<file path="config.mk">
export PLATFORM = sky130hd
export DESIGN_NAME = irq_status_nmi
export DESIGN_NICKNAME = d
export VERILOG_FILES = /design/src/rtl/irq_nmi_pkg.sv /design/src/rtl/irq_status_nmi.sv /design/src/rtl/input_sync.sv /design/src/rtl/nmi_source.sv
export SDC_FILE = /design/constraint.sdc
export NUM_CORES = 1
export LEC_CHECK = 0
export BUFFER_PORTS_ARGS = -buffer_cell sky130_fd_sc_hd__buf_2
export CAP_MARGIN = 20
export CORE_UTILIZATION = 45
export DETAILED_ROUTE_END_ITERATION = 16
export PLACE_DENSITY_LB_ADDON = 0.15
export SYNTH_ARGS = -nofsm -noshare
export SYNTH_HDL_FRONTEND = slang
export SYNTH_SLANG_ARGS = --single-unit
</file>
<file path="constraint.sdc">
create_clock -name clk_i -period 6.48 [get_ports clk_i]
set_clock_uncertainty 0.15 [all_clocks]
set_input_delay 0.324 -clock clk_i [delete_from_list [all_inputs] [get_ports clk_i]]
set_output_delay 0.324 -clock clk_i [all_outputs]
set_load 0.02 [all_outputs]
</file>
<file path="src/rtl/irq_nmi_pkg.sv">
// Package: port addresses, command word fields and reset values
package irq_nmi_pkg;
  localparam logic [7:0] ADDR_CMD_LOW = 8'h20;
  localparam logic [7:0] ADDR_MASK = 8'h21;
  localparam logic [7:0] ADDR_NMI_STATUS = 8'h61;
  localparam logic [7:0] ADDR_NMI_ENABLE = 8'h70;
  // Low command port: bit 4 marks an init word, bit 3 marks word three
  localparam int INIT_BIT = 4;
  localparam int WORD_THREE_BIT = 3;
  localparam int POLL_BIT = 2;
  localparam int READ_REGISTER_BIT = 1;
  localparam int READ_SELECT_BIT = 0;
  // End-of-service command: bit 5 set, word-two form
  localparam int END_SERVICE_BIT = 5;
  // NMI port bits
  localparam int CHK_STATUS_BIT = 6;
  localparam int SERR_STATUS_BIT = 7;
  localparam int CHK_DISABLE_BIT = 3;
  localparam int SERR_DISABLE_BIT = 2;
  localparam int GLOBAL_DISABLE_BIT = 7;
  localparam int INIT_WORDS = 4;
  localparam logic [7:0] MASK_RESET = 8'hFF;
  localparam logic [7:0] NMI_CTRL_RESET = 8'h00;
  localparam logic [7:0] NMI_ENABLE_RESET = 8'h80;
  localparam logic [7:0] POLL_IDLE_WORD = 8'h00;
  localparam logic [7:0] POLL_VALID_FLAG = 8'h80;
endpackage

</file>
<file path="src/rtl/irq_status_nmi.sv">
// Interrupt controller status readback and NMI logic
//
// Behaviour
// - 8-bit request register, unmasked; acknowledge clears its highest-priority unmasked set bit
// - 8-bit in-service register set on acknowledge, cleared by end-of-service command
// - Word three with read-register bit picks request (0) or in-service (1)
// - Read selection persists across reads until next word three write
// - Poll and read-register both set: next command-port read is a poll read
// - After the init word sequence the selection returns to request register
// - Reads of the mask port return the mask register
// - Low system-error line sets the system-error detect flop
// - Low channel-check line sets the channel-check detect flop
// - NMI status port: bit 6 channel-check, bit 7 system-error detect
// - Bits 3 and 2 disable channel-check and system-error, clearing detects
// - Enable port bit 7 gates all sources, detects left untouched
// - Detect set while disabled raises NMI once global enable returns
// - NMI is a level held while any enabled source is pending
// - Global disable then enable drives NMI low then high again
// - Each mask bit masks only its own request line
`timescale 1ns/10ps
`default_nettype none
module irq_status_nmi (
  // Clock and reset
  input wire logic clk_i,
  input wire logic sys_rst_i,
  // Host I/O port access
  input wire logic [7:0] io_addr_i,
  input wire logic [7:0] io_wdata_i,
  input wire logic io_wr_i,
  input wire logic io_rd_i,
  output logic [7:0] io_rdata_o,
  output logic io_rdata_valid_o,
  // Interrupt requests and acknowledge
  input wire logic [7:0] irq_i,
  input wire logic irq_ack_i,
  output logic [7:0] ack_level_o,
  output logic ack_valid_o,
  output logic irq_pending_o,
  // Error pins, active low
  input wire logic pci_serr_n_i,
  input wire logic isa_chk_n_i,
  // Non-maskable interrupt output
  output logic nmi_o
);
  import irq_nmi_pkg::*;

  typedef enum logic [1:0] {INIT_IDLE, INIT_WAIT} init_state_t;

  logic [7:0] request_status_reg;
  logic [7:0] request_status_nxt;
  logic [7:0] in_service_reg;
  logic [7:0] in_service_nxt;
  logic [7:0] line_mask_reg;
  logic [7:0] line_mask_nxt;
  logic [7:0] irq_prev_r;
  logic [7:0] irq_prev_nxt;
  logic read_select_r;
  logic read_select_nxt;
  logic poll_pending_r;
  logic poll_pending_nxt;
  init_state_t init_state_r;
  init_state_t init_state_nxt;
  logic [1:0] init_count_r;
  logic [1:0] init_count_nxt;
  logic [7:0] nmi_ctrl_r;
  logic [7:0] nmi_ctrl_nxt;
  logic [7:0] nmi_enable_r;
  logic [7:0] nmi_enable_nxt;
  logic [7:0] rdata_r;
  logic [7:0] rdata_nxt;
  logic rvalid_r;
  logic rvalid_nxt;
  logic [7:0] ack_level_r;
  logic [7:0] ack_level_nxt;
  logic ack_valid_r;
  logic ack_valid_nxt;
  logic nmi_r;
  logic nmi_nxt;
  logic serr_level;
  logic chk_level;
  logic serr_detect;
  logic chk_detect;
  logic [7:0] irq_rise;
  logic [7:0] top_request;
  logic [2:0] top_index;
  logic top_found;
  logic [7:0] top_service;
  logic take_ack;
  logic poll_read;
  logic wr_cmd;
  logic wr_data;

  // Pin synchronisers
  input_sync serr_sync (
    .clk_i(clk_i),
    .sys_rst_i(sys_rst_i),
    .pin_i(pci_serr_n_i),
    .level_o(serr_level)
  );
  input_sync chk_sync (
    .clk_i(clk_i),
    .sys_rst_i(sys_rst_i),
    .pin_i(isa_chk_n_i),
    .level_o(chk_level)
  );

  // Detect flops, cleared by their disable bits
  nmi_source serr_src (
    .clk_i(clk_i),
    .sys_rst_i(sys_rst_i),
    .err_level_n_i(serr_level),
    .disable_i(nmi_ctrl_r[SERR_DISABLE_BIT]),
    .detect_o(serr_detect)
  );
  nmi_source chk_src (
    .clk_i(clk_i),
    .sys_rst_i(sys_rst_i),
    .err_level_n_i(chk_level),
    .disable_i(nmi_ctrl_r[CHK_DISABLE_BIT]),
    .detect_o(chk_detect)
  );

  // Port decode; bit 4 separates init words from operation words
  assign wr_cmd = io_wr_i && (io_addr_i == ADDR_CMD_LOW);
  assign wr_data = io_wr_i && (io_addr_i == ADDR_MASK);
  assign poll_read = io_rd_i && (io_addr_i == ADDR_CMD_LOW) && poll_pending_r;
  assign take_ack = irq_ack_i || poll_read;
  assign irq_rise = irq_i & ~irq_prev_r;

  // Priority pick: line 0 highest, unmasked lines only for service
  always_comb begin
    top_index = 3'h0;
    top_found = 1'b0;
    for (int i = 7; i >= 0; i--) begin
      if (request_status_reg[i] && !line_mask_reg[i]) begin
        top_index = i[2:0];
        top_found = 1'b1;
      end
    end
    top_request = top_found ? (8'h01 << top_index) : 8'h00;
    top_service = 8'h00;
    for (int j = 7; j >= 0; j--) begin
      if (in_service_reg[j]) begin
        top_service = 8'h00;
        top_service[j] = 1'b1;
      end
    end
  end

  // Interrupt controller state next values
  always_comb begin
    request_status_nxt = request_status_reg;
    in_service_nxt = in_service_reg;
    line_mask_nxt = line_mask_reg;
    read_select_nxt = read_select_r;
    poll_pending_nxt = poll_pending_r;
    init_state_nxt = init_state_r;
    init_count_nxt = init_count_r;
    irq_prev_nxt = irq_i;
    ack_level_nxt = ack_level_r;
    ack_valid_nxt = 1'b0;
    // Acknowledge moves the top request into service
    if (take_ack && top_found) begin
      request_status_nxt = request_status_nxt & ~top_request;
      in_service_nxt = in_service_nxt | top_request;
    end
    if (take_ack) begin
      ack_level_nxt = top_found ? (POLL_VALID_FLAG | {5'h00, top_index}) : POLL_IDLE_WORD;
      ack_valid_nxt = 1'b1;
      poll_pending_nxt = 1'b0;
    end
    // New edges set request bits; a set in the clearing cycle wins
    request_status_nxt = request_status_nxt | irq_rise;
    if (wr_cmd && io_wdata_i[INIT_BIT]) begin
      init_state_nxt = INIT_WAIT;
      init_count_nxt = 2'(INIT_WORDS - 1);
      in_service_nxt = 8'h00;
      line_mask_nxt = 8'h00;
      read_select_nxt = 1'b0;
      poll_pending_nxt = 1'b0;
    end else if (init_state_r == INIT_WAIT && wr_data) begin
      // Remaining init words go to the data port
      if (init_count_r == 2'h1) begin
        init_state_nxt = INIT_IDLE;
        read_select_nxt = 1'b0;
      end
      init_count_nxt = init_count_r - 2'h1;
    end else if (wr_data) begin
      line_mask_nxt = io_wdata_i;
    end else if (wr_cmd && io_wdata_i[WORD_THREE_BIT]) begin
      if (io_wdata_i[POLL_BIT] && io_wdata_i[READ_REGISTER_BIT]) begin
        poll_pending_nxt = 1'b1;
      end else if (io_wdata_i[READ_REGISTER_BIT]) begin
        read_select_nxt = io_wdata_i[READ_SELECT_BIT];
      end
    end else if (wr_cmd && io_wdata_i[END_SERVICE_BIT]) begin
      in_service_nxt = in_service_nxt & ~top_service;
    end
    case (init_state_r)
      INIT_IDLE: ;
      INIT_WAIT: ;
      default: init_state_nxt = INIT_IDLE;
    endcase
  end

  always_ff @(posedge clk_i or posedge sys_rst_i) begin
    if (sys_rst_i) begin
      request_status_reg <= 8'h00;
      in_service_reg <= 8'h00;
      line_mask_reg <= MASK_RESET;
      read_select_r <= 1'b0;
      poll_pending_r <= 1'b0;
      init_state_r <= INIT_IDLE;
      init_count_r <= 2'h0;
      irq_prev_r <= 8'h00;
      ack_level_r <= 8'h00;
      ack_valid_r <= 1'b0;
    end else begin
      request_status_reg <= request_status_nxt;
      in_service_reg <= in_service_nxt;
      line_mask_reg <= line_mask_nxt;
      read_select_r <= read_select_nxt;
      poll_pending_r <= poll_pending_nxt;
      init_state_r <= init_state_nxt;
      init_count_r <= init_count_nxt;
      irq_prev_r <= irq_prev_nxt;
      ack_level_r <= ack_level_nxt;
      ack_valid_r <= ack_valid_nxt;
    end
  end

  // NMI control registers and output level
  always_comb begin
    nmi_ctrl_nxt = nmi_ctrl_r;
    nmi_enable_nxt = nmi_enable_r;
    if (io_wr_i && io_addr_i == ADDR_NMI_STATUS) begin
      nmi_ctrl_nxt = io_wdata_i & 8'h0F;
    end
    if (io_wr_i && io_addr_i == ADDR_NMI_ENABLE) begin
      nmi_enable_nxt = io_wdata_i;
    end
    // Level, not pulse: host toggles global disable to get a new edge
    nmi_nxt = !nmi_enable_r[GLOBAL_DISABLE_BIT] &&
              ((serr_detect && !nmi_ctrl_r[SERR_DISABLE_BIT]) ||
               (chk_detect && !nmi_ctrl_r[CHK_DISABLE_BIT]));
  end

  always_ff @(posedge clk_i or posedge sys_rst_i) begin
    if (sys_rst_i) begin
      nmi_ctrl_r <= NMI_CTRL_RESET;
      nmi_enable_r <= NMI_ENABLE_RESET;
      nmi_r <= 1'b0;
    end else begin
      nmi_ctrl_r <= nmi_ctrl_nxt;
      nmi_enable_r <= nmi_enable_nxt;
      nmi_r <= nmi_nxt;
    end
  end

  // Read data registered one cycle after the read strobe
  always_comb begin
    rdata_nxt = rdata_r;
    rvalid_nxt = 1'b0;
    if (io_rd_i) begin
      rvalid_nxt = 1'b1;
      if (poll_read) begin
        rdata_nxt = top_found ? (POLL_VALID_FLAG | {5'h00, top_index}) : POLL_IDLE_WORD;
      end else if (io_addr_i == ADDR_CMD_LOW) begin
        rdata_nxt = read_select_r ? in_service_reg : request_status_reg;
      end else if (io_addr_i == ADDR_MASK) begin
        rdata_nxt = line_mask_reg;
      end else if (io_addr_i == ADDR_NMI_STATUS) begin
        rdata_nxt = nmi_ctrl_r;
        rdata_nxt[SERR_STATUS_BIT] = serr_detect;
        rdata_nxt[CHK_STATUS_BIT] = chk_detect;
      end else if (io_addr_i == ADDR_NMI_ENABLE) begin
        rdata_nxt = nmi_enable_r;
      end else begin
        rdata_nxt = 8'h00;
      end
    end
  end

  always_ff @(posedge clk_i or posedge sys_rst_i) begin
    if (sys_rst_i) begin
      rdata_r <= 8'h00;
      rvalid_r <= 1'b0;
    end else begin
      rdata_r <= rdata_nxt;
      rvalid_r <= rvalid_nxt;
    end
  end

  assign io_rdata_o = rdata_r;
  assign io_rdata_valid_o = rvalid_r;
  assign ack_level_o = ack_level_r;
  assign ack_valid_o = ack_valid_r;
  assign irq_pending_o = top_found;
  assign nmi_o = nmi_r;
endmodule
`default_nettype wire

</file>
<file path="src/rtl/input_sync.sv">
// Three-stage synchroniser with agreement filter for one pin
`timescale 1ns/10ps
`default_nettype none
module input_sync (
  // Clock and reset
  input wire logic clk_i,
  input wire logic sys_rst_i,
  // Pin and filtered level
  input wire logic pin_i,
  output logic level_o
);
  logic [2:0] stage_r;
  logic [2:0] stage_nxt;
  logic level_r;
  logic level_nxt;

  // Stage one only feeds stage two; the filter looks at two and three
  always_comb begin
    stage_nxt = {stage_r[1:0], pin_i};
    level_nxt = (stage_r[2] == stage_r[1]) ? stage_r[2] : level_r;
  end

  // Idle high, as the pins are active low
  always_ff @(posedge clk_i or posedge sys_rst_i) begin
    if (sys_rst_i) begin
      stage_r <= 3'h7;
      level_r <= 1'b1;
    end else begin
      stage_r <= stage_nxt;
      level_r <= level_nxt;
    end
  end

  assign level_o = level_r;
endmodule
`default_nettype wire

</file>
<file path="src/rtl/nmi_source.sv">
// One NMI source: low level of the error pin sets a detect flop
`timescale 1ns/10ps
`default_nettype none
module nmi_source (
  // Clock and reset
  input wire logic clk_i,
  input wire logic sys_rst_i,
  // Filtered active-low error level and per-source disable
  input wire logic err_level_n_i,
  input wire logic disable_i,
  output logic detect_o
);
  logic detect_r;
  logic detect_nxt;

  // Disabled source is held clear; a low error line sets the flop
  always_comb begin
    if (disable_i) begin
      detect_nxt = 1'b0;
    end else if (!err_level_n_i) begin
      detect_nxt = 1'b1;
    end else begin
      detect_nxt = detect_r;
    end
  end

  always_ff @(posedge clk_i or posedge sys_rst_i) begin
    if (sys_rst_i) begin
      detect_r <= 1'b0;
    end else begin
      detect_r <= detect_nxt;
    end
  end

  assign detect_o = detect_r;
endmodule
`default_nettype wire

</file>
Yosys cells after proc, flatten, opt, wreduce, memory -nomap -nowiden:

Cells that the tools add are included.

* bits of input ports: 31
* flip-flop bits (word level): 79
* output and inout bits: 20

* multiplexer cells: 67
* bitwise logic cells: 8
* shift-type cells: 1
* reductions and logical operators: 45
* $add $sub $neg: 1
* equal/unequal tests: 16

Operator list (count)
* 8-bit two-way mux: 26
* 1-bit two-way mux: 27
* 8-bit bitwise AND: 3
* 3-bit two-way mux: 8
* 8-bit NOT: 3
* 1-bit logical AND: 23
* 8-bit by 6-bit == test with 1-bit output (second input constant): 2
* 8-bit by 7-bit == test with 1-bit output (second input constant): 2
* 8-bit bitwise OR: 2
* 2-bit two-way mux: 6
* 1-bit zero test: 11
* 3-bit by 1-bit != test with 1-bit output (second input constant): 3
* 1-bit by 3-bit << shifter with 8-bit output (first input constant): 1
* 2-bit != test (second input constant): 3
* 3-bit nonzero test: 2
* 5-bit AND reduction: 1
* 2-bit by 1-bit == test with 1-bit output (second input constant): 2
* 2-bit AND reduction: 2
* 2-bit nonzero test: 2
* 3-bit by 2-bit != test with 1-bit output (second input constant): 1
* 3-bit != test (second input constant): 1
* 1-bit == test: 2
* 2-bit zero test: 1
* 1-bit logical OR: 2
* other kinds (2): 2

Depth between registers and ports, before layout:

Gate-level depths: netlist of run 1.

* word-level depth: 20
* gate-level depth with buffers: 7

Modules after synthesis:

Synthesis of run 1 repeated with hierarchy kept, for this count alone.

* cells, all modules: 337
* area, all modules: 3532.1 um^2

Modules (own cells, without submodules)
* irq_status_nmi: times used 1, area an instance 3209.3 um^2, seq. area each 1612.8 um^2, cells an instance 317
* input_sync: times used 2, area an instance 120.1 um^2, seq. area each 105.1 um^2, cells an instance 6
* nmi_source: times used 2, area an instance 41.3 um^2, seq. area each 25.0 um^2, cells an instance 4

Worst setup path before layout of run 1:

OpenSTA, ideal clock, no wires.

* path kind: register to register
* from: register line_mask_reg[0]
* to: register ack_level_r[7], in the netlist ack_level_o[7]
* setup time: 0.125 ns
* arrival time: 1.653 ns
* period minus slack after synthesis: 1.927 ns
* setup slack: 4.553 ns
* stages on the path, launching flop included: 5
* cells stage by stage: dfstp_2 -> nand2b_1 -> nand4_1 -> or3_1 -> mux2_2

* longest elaborated chain between the ends: 4

RTL lines
* start: declaration: line irq_status_nmi.sv:53 `logic [7:0] line_mask_reg;`
* start signal: assignment: line irq_status_nmi.sv:221 `line_mask_reg <= line_mask_nxt;`
* 1-bit zero test: line irq_status_nmi.sv:135 `if (request_status_reg[i] && !line_mask_reg[i]) begin`
* 1-bit logical AND: line irq_status_nmi.sv:135
* 1-bit two-way mux: line irq_status_nmi.sv:135
* via irq_pending_o: line irq_status_nmi.sv:38 `output logic irq_pending_o,`
* 8-bit two-way mux: line irq_status_nmi.sv:168 `ack_level_nxt = top_found ? (POLL_VALID_FLAG | {5'h00, top_index}) : POLL_IDLE_WORD;`
* end signal: assignment: line irq_status_nmi.sv:227 `ack_level_r <= ack_level_nxt;`
* end: declaration: line irq_status_nmi.sv:73 `logic [7:0] ack_level_r;`

The timed path passes the listed nets, and every way through them passes these cells.
A chain may end at the register's enable or synchronous reset.

Worst setup path after layout of run 1:

* from: register line_mask_reg[0]
* to: output irq_pending_o

* longest elaborated chain between the ends: 3

RTL lines (line)
* 1-bit zero test: irq_status_nmi.sv:135
* 1-bit logical AND: irq_status_nmi.sv:135
* 1-bit two-way mux: irq_status_nmi.sv:135
* end: declaration: irq_status_nmi.sv:38

Every way passes these cells.

==> flow_summary.ini, run 1 <==
[synthesis]
ys_seq_area_share_pct = 53.4
synth.distinct_cells = 57
yosys_most_used_dff = dfrtp_1
syn_inst = 336
ys_warn_count = 0
synth_seq_cells = 74
avgSynthCellArea_sq_um = 10.4
synthesis.area_sq_um = 3500
postSynth.asyncResetShare_pct = 100
synth_edf_count = 0

[drt]
wl_um = 8410
firstDrtPassIters = 4
vias = 2730
drcViolationCount = 0
routedWlPerCell_um = 16.9
ant_nets = 0
drt_iter0_markers = 152
routed_via_density = 5.50

[hold_path]
hold_path_class = primary input to flip-flop
min_to = line_mask_reg[0]
min_from = io_wdata_i[0]
min_path_cells = 3

[layout]
finalNetCount = 424
area_growth_pct = 17.9
regArea_sq_um = 1870
fill_cells = 676
final_common_cell = dfrtp_1
diodes = 0
final_core_util_pct = 55.8
drive_gt1_share_pct = 26.2
layout_common_cells = dfrtp_1, buf_2, nand2_1
multi_input_comb_area_sq_um = 1460
design_area_sq_um = 4130

[setup_path]
regToRegEndpoint = request_status_reg[6]
timing.rr.start = line_mask_reg[0]
slowest_delay_ns = 0.59
critPathArrivalTime_ns = 2.08
reg2reg_slack_ns = 4.39
required_ns = 6.01
crit_type = flip-flop to output port
r2r_cells = 5
crit_path_end_kind = output port
cpMaxStageDelayCell = dfstp_2
start_kind = flip-flop
path_cells = nand2b_1 -> nand4_1 -> or3_1 -> buf_2
cp_max_fo = 7

[placed_design]
dp_slack_ns = 4.02
gp_congestion = 0.862
dp.final_hpwl_um = 6080
dpl_cell_area_sq_um = 3800
portBuffers = 46

[global_route]
grt_first_pass_wirelength_um = 13800
grt_start_max_net_pins = 75
grtUsageTotal_pct = 22.3
globalRouteOverflowTotal = 0
grt_pass1_vias = 2674
antenna_found_initial = 0

[cts]
clkSlewWorstSetupHoldPaths_ns = 0.08
cts-root-buf = clkbuf_8
htreeDepth = 3
cts_made_buffers = 9
cts_tree = built
cts_sinks = 74
insertion_delay_ns = 0.36
cts_max_path_buffers = 2
cts_setup_buffers = 0
cts_resized = 0

[power]
finalPower_w = 0.00104
power_leakage_nw = 1.83
peakVddDrop_uv = 116
p_per_area_nw_per_um2 = 253

[floorplanning]
ioPinCount = 51
initial_utilization_pct = 47.3
dieArea_sq_um = 8150
row_count = 31
die_h_um = 90.3
fp.dieW_um = 90.3
core_area_sq_um = 7410

[sta]
fin_crit_sh_pct = 39.4
hold_viol_final = 0
rsz0062_at_grt = false
fin_setup_tns_ns = 0
drv_slew = 0
fin_crit_ns = 2.55
relSlewSlack_pct = 40.2
setup_slack_ns = 3.93
fmax_mhz = 392
finalSetupViolCount = 0
worstMarginPinSlew_ns = 0.898

[outcome]
outcome = finished, final reports clean

[job]
drv_cap = 0
-- power breakdown --
part | switching (W) | internal, W | total, W | leakage (nW)
clock network | 0.000174 | 0.000238 | 0.000412 | 0.109
registers | 0.0000209 | 0.000495 | 0.000516 | 0.858
logic | 0.0000719 | 0.0000439 | 0.000116 | 0.865
total | 0.000267 | 0.000777 | 0.00104 | 1.83
-- layout make-up --
type                            instances  share of cell area, %
Clock buffer                           12                   3.75
Clock inverter                          4                   1.82
Inverter                               28                   2.54
Timing Repair Buffer                   57                   8.17
Sequential cell                        74                   45.3
Multi-Input combinational cell        222                   35.4
Tap cell                               99                   3.00
-- stage by stage --
step,hold WS (ns),instances
global placement,0.196,470
finish,0.0316,496
global route,0.0291,496
CTS,0.0180,496
floorplan,0.178,339
detailed placement,0.197,470
-- worst max-delay path by stage --
stage                                start                     to  slack (ns)  cells past startpoint
after floorplan                  sys_rst_i         ack_level_o[0]        4.15                      1
after global placement        io_addr_i[0]  request_status_reg[6]        4.08                      6
after detailed placement      io_addr_i[0]  request_status_reg[7]        4.02                      6
after CTS                 line_mask_reg[0]          irq_pending_o        3.91                      4
after global routing      line_mask_reg[0]          irq_pending_o        3.81                      4
final                     line_mask_reg[0]          irq_pending_o        3.93                      4
-- Yosys cell counts (all sizes together) (5+ instances only) --
master	n	share of area [%]
o31ai	6	1.3
a21oi	17	2.4
nor2	13	1.4
nor4	5	2.1
o22ai	6	1.1
inv	28	3.0
nand3	11	1.6
nor2b	7	1.2
nor3	6	0.86
mux2i	8	2.3
dfrtp	57	41
a31oi	8	1.4
nand2	33	3.7
o21ai	23	3.3
dfstp	17	13
buf	7	1.3
mux2	12	3.9
clkbuf	8	0.86
nand2b	10	1.8
-- cells by family (layout without fill, tap and decap cells) --
kind of cell	count (synthesis)	count (layout)	share of synthesized area, %
fa+ha+maj	3	3	0.928
compound gates	87	87	16.2
flops	74	74	53.4
simple gates	108	108	18.0
buf+inv	43	101	5.14
other cells	1	4	0.107
mux	20	20	6.14
-- routing by layer --
metal  vias up  track usage, %  share of wire [%]
met5         -               0                  0
met4         0            7.93                1.6
met3        17            5.98                4.9
met2        79            33.4                 46
met1      1330            31.1                 48
li1       1304               -                  -
-- repair_timing --
action                                  4_1_cts  5_1_grt
endpoints found under the hold margin        10        0
hold buffers                                 10        0
endpoints found under the setup margin        0        0
-- worst max-delay path: cells and delay by family, from the launching register on --
kind,cells,cell delay [ns]
buf+inv,1,0.18
simple gates,3,0.94
flops,1,0.59
Power figures use the tool's default switching activity.
==> run 2, diff against run 1 <==
- clock period: 6.48 -> 2.3 ns (I/O delays scaled with it)
==> run 2 against run 1 <==
Worst setup slack worse by 3.8 ns. Clock power grew to 2.6 times the previous value. Critical endpoint unchanged. Critical path depth is the same. Largest cell class unchanged. Total power rose to 2.8 times the previous value. Register-to-register slack got worse by 4.2 ns. Final cell count is 5.0% higher. Flip-flop and latch count did not move. Via count up 5.2%. Sequential share of layout area decreased by 2.2 points. Combinational power rose to 3.1 times the previous value. Routed wire length is 5.5% higher.
==> flow_summary.ini, run 2 (synthesis gave the netlist of run 1 again) <==
[setup_path]
cp_max_fo = 4
crit_path_end_kind = output port
start_kind = flip-flop
critPathArrivalTime_ns = 1.95
crit_type = flip-flop to output port
required_ns = 2.04

[layout]
finalNetCount = 449
drive_gt1_share_pct = 28.0
diodes = 0
final_core_util_pct = 58.6
layout_common_cells = dfrtp_1, buf_2, nand2_1
fill_cells = 661
final_common_cell = dfrtp_1
area_growth_pct = 23.8
design_area_sq_um = 4340

[drt]
ant_nets = 0
wl_um = 8870
dr_wl_met2_um = 4020
vias = 2871
routed_via_density = 5.51
routed.top_layer = met4
routedWlPerCell_um = 17.0
firstDrtPassIters = 5
wl_met1_um = 4200
drt_iter0_markers = 128
dr_wl_met3_um = 441
drcViolationCount = 0

[cts]
cts_tree = built
cts_max_path_buffers = 2
clkSlewWorstSetupHoldPaths_ns = 0.08
htreeDepth = 3
cts_made_buffers = 9
cts_sinks = 74
insertion_delay_ns = 0.36
cts-root-buf = clkbuf_8
cts_setup_buffers = 0

[hold_path]
hold_path_class = primary input to flip-flop

[sta]
drv_slew = 0
fin_crit_sh_pct = 96.4
rsz0062_at_grt = false
hold_viol_final = 0
fin_crit_ns = 2.22
whs_ns = 0.144
fin_setup_tns_ns = 0
fmax_mhz = 451
finalSetupViolCount = 0
setup_slack_ns = 0.0828

[outcome]
outcome = finished, final reports clean

[placed_design]
dpl_cell_area_sq_um = 3910
dp_slack_ns = 0.302
gp_congestion = 0.978
dp.final_hpwl_um = 6460
portBuffers = 46

[floorplanning]
initial_utilization_pct = 47.3
fp.dieW_um = 90.3
row_count = 31
die_h_um = 90.3
dieArea_sq_um = 8150
core_area_sq_um = 7410
ioPinCount = 51

[global_route]
grt_pass1_vias = 2884
grt_first_pass_wirelength_um = 14500
grt_start_max_net_pins = 75
globalRouteOverflowTotal = 0
antenna_found_initial = 0
grtUsageTotal_pct = 23.3

[power]
peakVddDrop_uv = 358
power_leakage_nw = 1.94
p_per_area_nw_per_um2 = 665

[job]
drv_cap = 0
[run 2: path summary, 6_finish.rpt]
check                                      from                    to  slack [ns]  cells after the start
setup reg to reg              in_service_reg[0]     in_service_reg[7]        0.22                      4
hold / removal                     io_addr_i[0]       init_state_r[0]        0.14                      3
setup / recovery               line_mask_reg[2]         irq_pending_o        0.08                      4
max in group asynchronous             sys_rst_i      line_mask_reg[7]        1.43                      4
hold reg to reg            serr_sync.stage_r[0]  serr_sync.stage_r[1]        0.21                      0
min in group asynchronous             sys_rst_i         nmi_ctrl_r[1]        0.24                      4
[run 2: final cells by class]
cell class	count	area [sq um]	share of cell area [%]
Clock buffer	9	124	2.85
Inverter	28	105	2.42
Multi-Input combinational cell	222	1460	33.7
Tap cell	99	124	2.85
Timing Repair Buffer	82	568	13.1
Clock inverter	7	82.6	1.90
Sequential cell	74	1870	43.2
[run 2: report_power, final]
group | internal (W) | switching [W]
logic | 0.000149 | 0.000215
clock network | 0.000520 | 0.000547
registers | 0.00140 | 0.0000582
[run 2: through the flow]
stage / power [W] / std cells
after CTS: 0.00290 / 521
after global routing: 0.00300 / 521
after floorplan: 0.00167 / 339
final: 0.00288 / 521
after global placement: 0.00180 / 483
after detailed placement: 0.00181 / 483
[run 2: critical path: stages, from the launching register on]
cell,delay (ns)
dfstp_2,0.57
nand2b_1,0.19
nand4_1,0.21
or3_1,0.44
buf_2,0.19
[run 2: metal layers]
layer  up-vias  GRT usage, %
met5         -             0
li1       1357             -
met1      1395          32.8
met3        18          3.70
met2       101          35.2
met4         0          10.9
[run 2: repair_timing]
action | CTS | global route
resized for setup | 0 | 0
endpoints found under the setup margin | 0 | 0
hold buffers | 22 | 0
endpoints found under the hold margin | 115 | 0
==> run 3, diff against run 2 <==
- CORE_UTILIZATION: 45 -> 49
==> run 3 against run 2 <==
Maximum frequency increased by 1.7%. Clock power grew 4%. Final area down 0.14%. First-iteration DRC count is 91% higher. Via count down 0.49%. Total power grew 1.5%. Combinational power down 2%. Flip-flop and latch count did not move. Global-route usage grew 2.2 points. Routed wire length shrank 3.6%.
==> flow_summary.ini, run 3 (synthesis gave the netlist of run 1 again) <==
[cts]
insertion_delay_ns = 0.35
cts_max_path_buffers = 2
cts_made_buffers = 9
cts_tree = built
cts-root-buf = clkbuf_8
htreeDepth = 3
clkSlewWorstSetupHoldPaths_ns = 0.08
cts_sinks = 74

[power]
seqPwrFrac_pct = 49.7
p_sw_share_pct = 25.6
power_leakage_nw = 1.94
internal_power_w = 0.00218
pwr-share-comb_pct = 12.2
p_per_area_nw_per_um2 = 676
switching_power_w = 0.000748
peakVddDrop_uv = 303
clkPwrFrac_pct = 38.1
finalPower_w = 0.00293

[global_route]
antenna_found_initial = 0
grtUsageTotal_pct = 25.5
grt_start_max_net_pins = 31
grt_pass1_vias = 2757
grt_first_pass_wirelength_um = 14100
globalRouteOverflowTotal = 0

[setup_path]
timing.rr.start = line_mask_reg[2]
regToRegEndpoint = in_service_reg[4]
cpMaxStageDelayCell = dfstp_2
slowest_delay_ns = 0.58
crit_path_end_kind = output port
required_ns = 2.04
crit_type = flip-flop to output port
path_cells = nand2b_1 -> nand4_1 -> or3_1 -> buf_2
critPathArrivalTime_ns = 1.91
cp_num_buf_inv = 1
reg2reg_slack_ns = 0.22
critPathTopFamily = simple AND/OR/NAND/NOR gates
start_kind = flip-flop
r2r_cells = 6
cp_max_fo = 4

[placed_design]
dp_slack_ns = 0.292
gp_congestion = 0.872
dp.final_hpwl_um = 6500
portBuffers = 46

[sta]
setup_slack_ns = 0.121
relSlewSlack_pct = 64.9
hold_viol_final = 0
rsz0062_at_grt = false
fin_crit_ns = 2.18
drv_slew = 0
finalSetupViolCount = 0
worstMarginPinSlew_ns = 0.527
fmax_mhz = 459
whs_ns = 0.0286
fin_setup_tns_ns = 0
fin_crit_sh_pct = 94.7

[floorplanning]
core_area_sq_um = 6870
row_count = 30
dieArea_sq_um = 7490
initial_utilization_pct = 51.0
ioPinCount = 51
die_h_um = 86.6
fp.dieW_um = 86.6

[drt]
dr_wl_met3_um = 502
ant_nets = 0
firstDrtPassIters = 5
routed_via_density = 5.54
dr_wl_met2_um = 3860
routedWlPerCell_um = 16.6
wl_um = 8550
drt_iter0_markers = 245
drcViolationCount = 0
wl_met1_um = 4050
vias = 2857
routed.top_layer = met4

[hold_path]
min_path_cells = 2
min_from = io_wr_i
min_to = init_state_r[0]
hold_path_class = primary input to flip-flop

[layout]
layout_common_cells = dfrtp_1, buf_2, nand2_1
finalNetCount = 447
diodes = 0
final_common_cell = dfrtp_1
area_growth_pct = 23.6
drive_gt1_share_pct = 27.9

[job]
drv_cap = 0

[outcome]
outcome = finished, final reports clean
[run 3: power by group through the flow]
stage	clock network [W]	logic (W)	registers (W)
finish	0.00111	0.000357	0.00146
detailed placement	0	0.000329	0.00148
global placement	0	0.000321	0.00148
floorplan	0	0.000198	0.00147
CTS	0.00113	0.000357	0.00145
global route	0.00119	0.000396	0.00147
[run 3: layer usage]
layer | up-vias | GRT usage, %
met3 | 14 | 5.43
met2 | 118 | 39.2
met5 | - | 0
li1 | 1353 | -
met1 | 1372 | 36.2
met4 | 0 | 8.33
[run 3: worst max path at each step]
stage,startpoint,end,slack [ns],cells after the start
after floorplan,sys_rst_i,ack_level_o[0],0.18,1
after global placement,in_service_reg[0],in_service_reg[7],0.33,4
after detailed placement,in_service_reg[0],in_service_reg[7],0.29,4
after CTS,line_mask_reg[1],irq_pending_o,0.02,4
after global routing,line_mask_reg[2],irq_pending_o,0.06,4
final,line_mask_reg[2],irq_pending_o,0.12,4
[run 3: cell type report]
class	instances	area (sq um)
clock buffer	11	141
clock inverter	5	77.6
fill	609	2540
inverter	28	105
multi-input combinational	222	1470
sequential	74	1870
tap	96	120
timing repair buffer	80	551
[run 3: timing repair]
action | in CTS | in global routing
setup endpoints to repair | 0 | 2
endpoints found under the hold margin | 64 | 0
hold buffers | 21 | 0
resized for setup | 0 | 1
buffers inserted | 0 | 1
[run 3: metrics by stage]
step | cells | cell area, sq um | utilization (%)
2_1_floorplan | 339 | 3520 | -
3_3_place_gp | 478 | 3890 | 56.7
3_5_place_dp | 478 | 3890 | 56.7
4_1_cts | 515 | 4320 | 62.9
5_1_grt | 516 | 4330 | 63.1
6_report | 516 | 4330 | 63.1
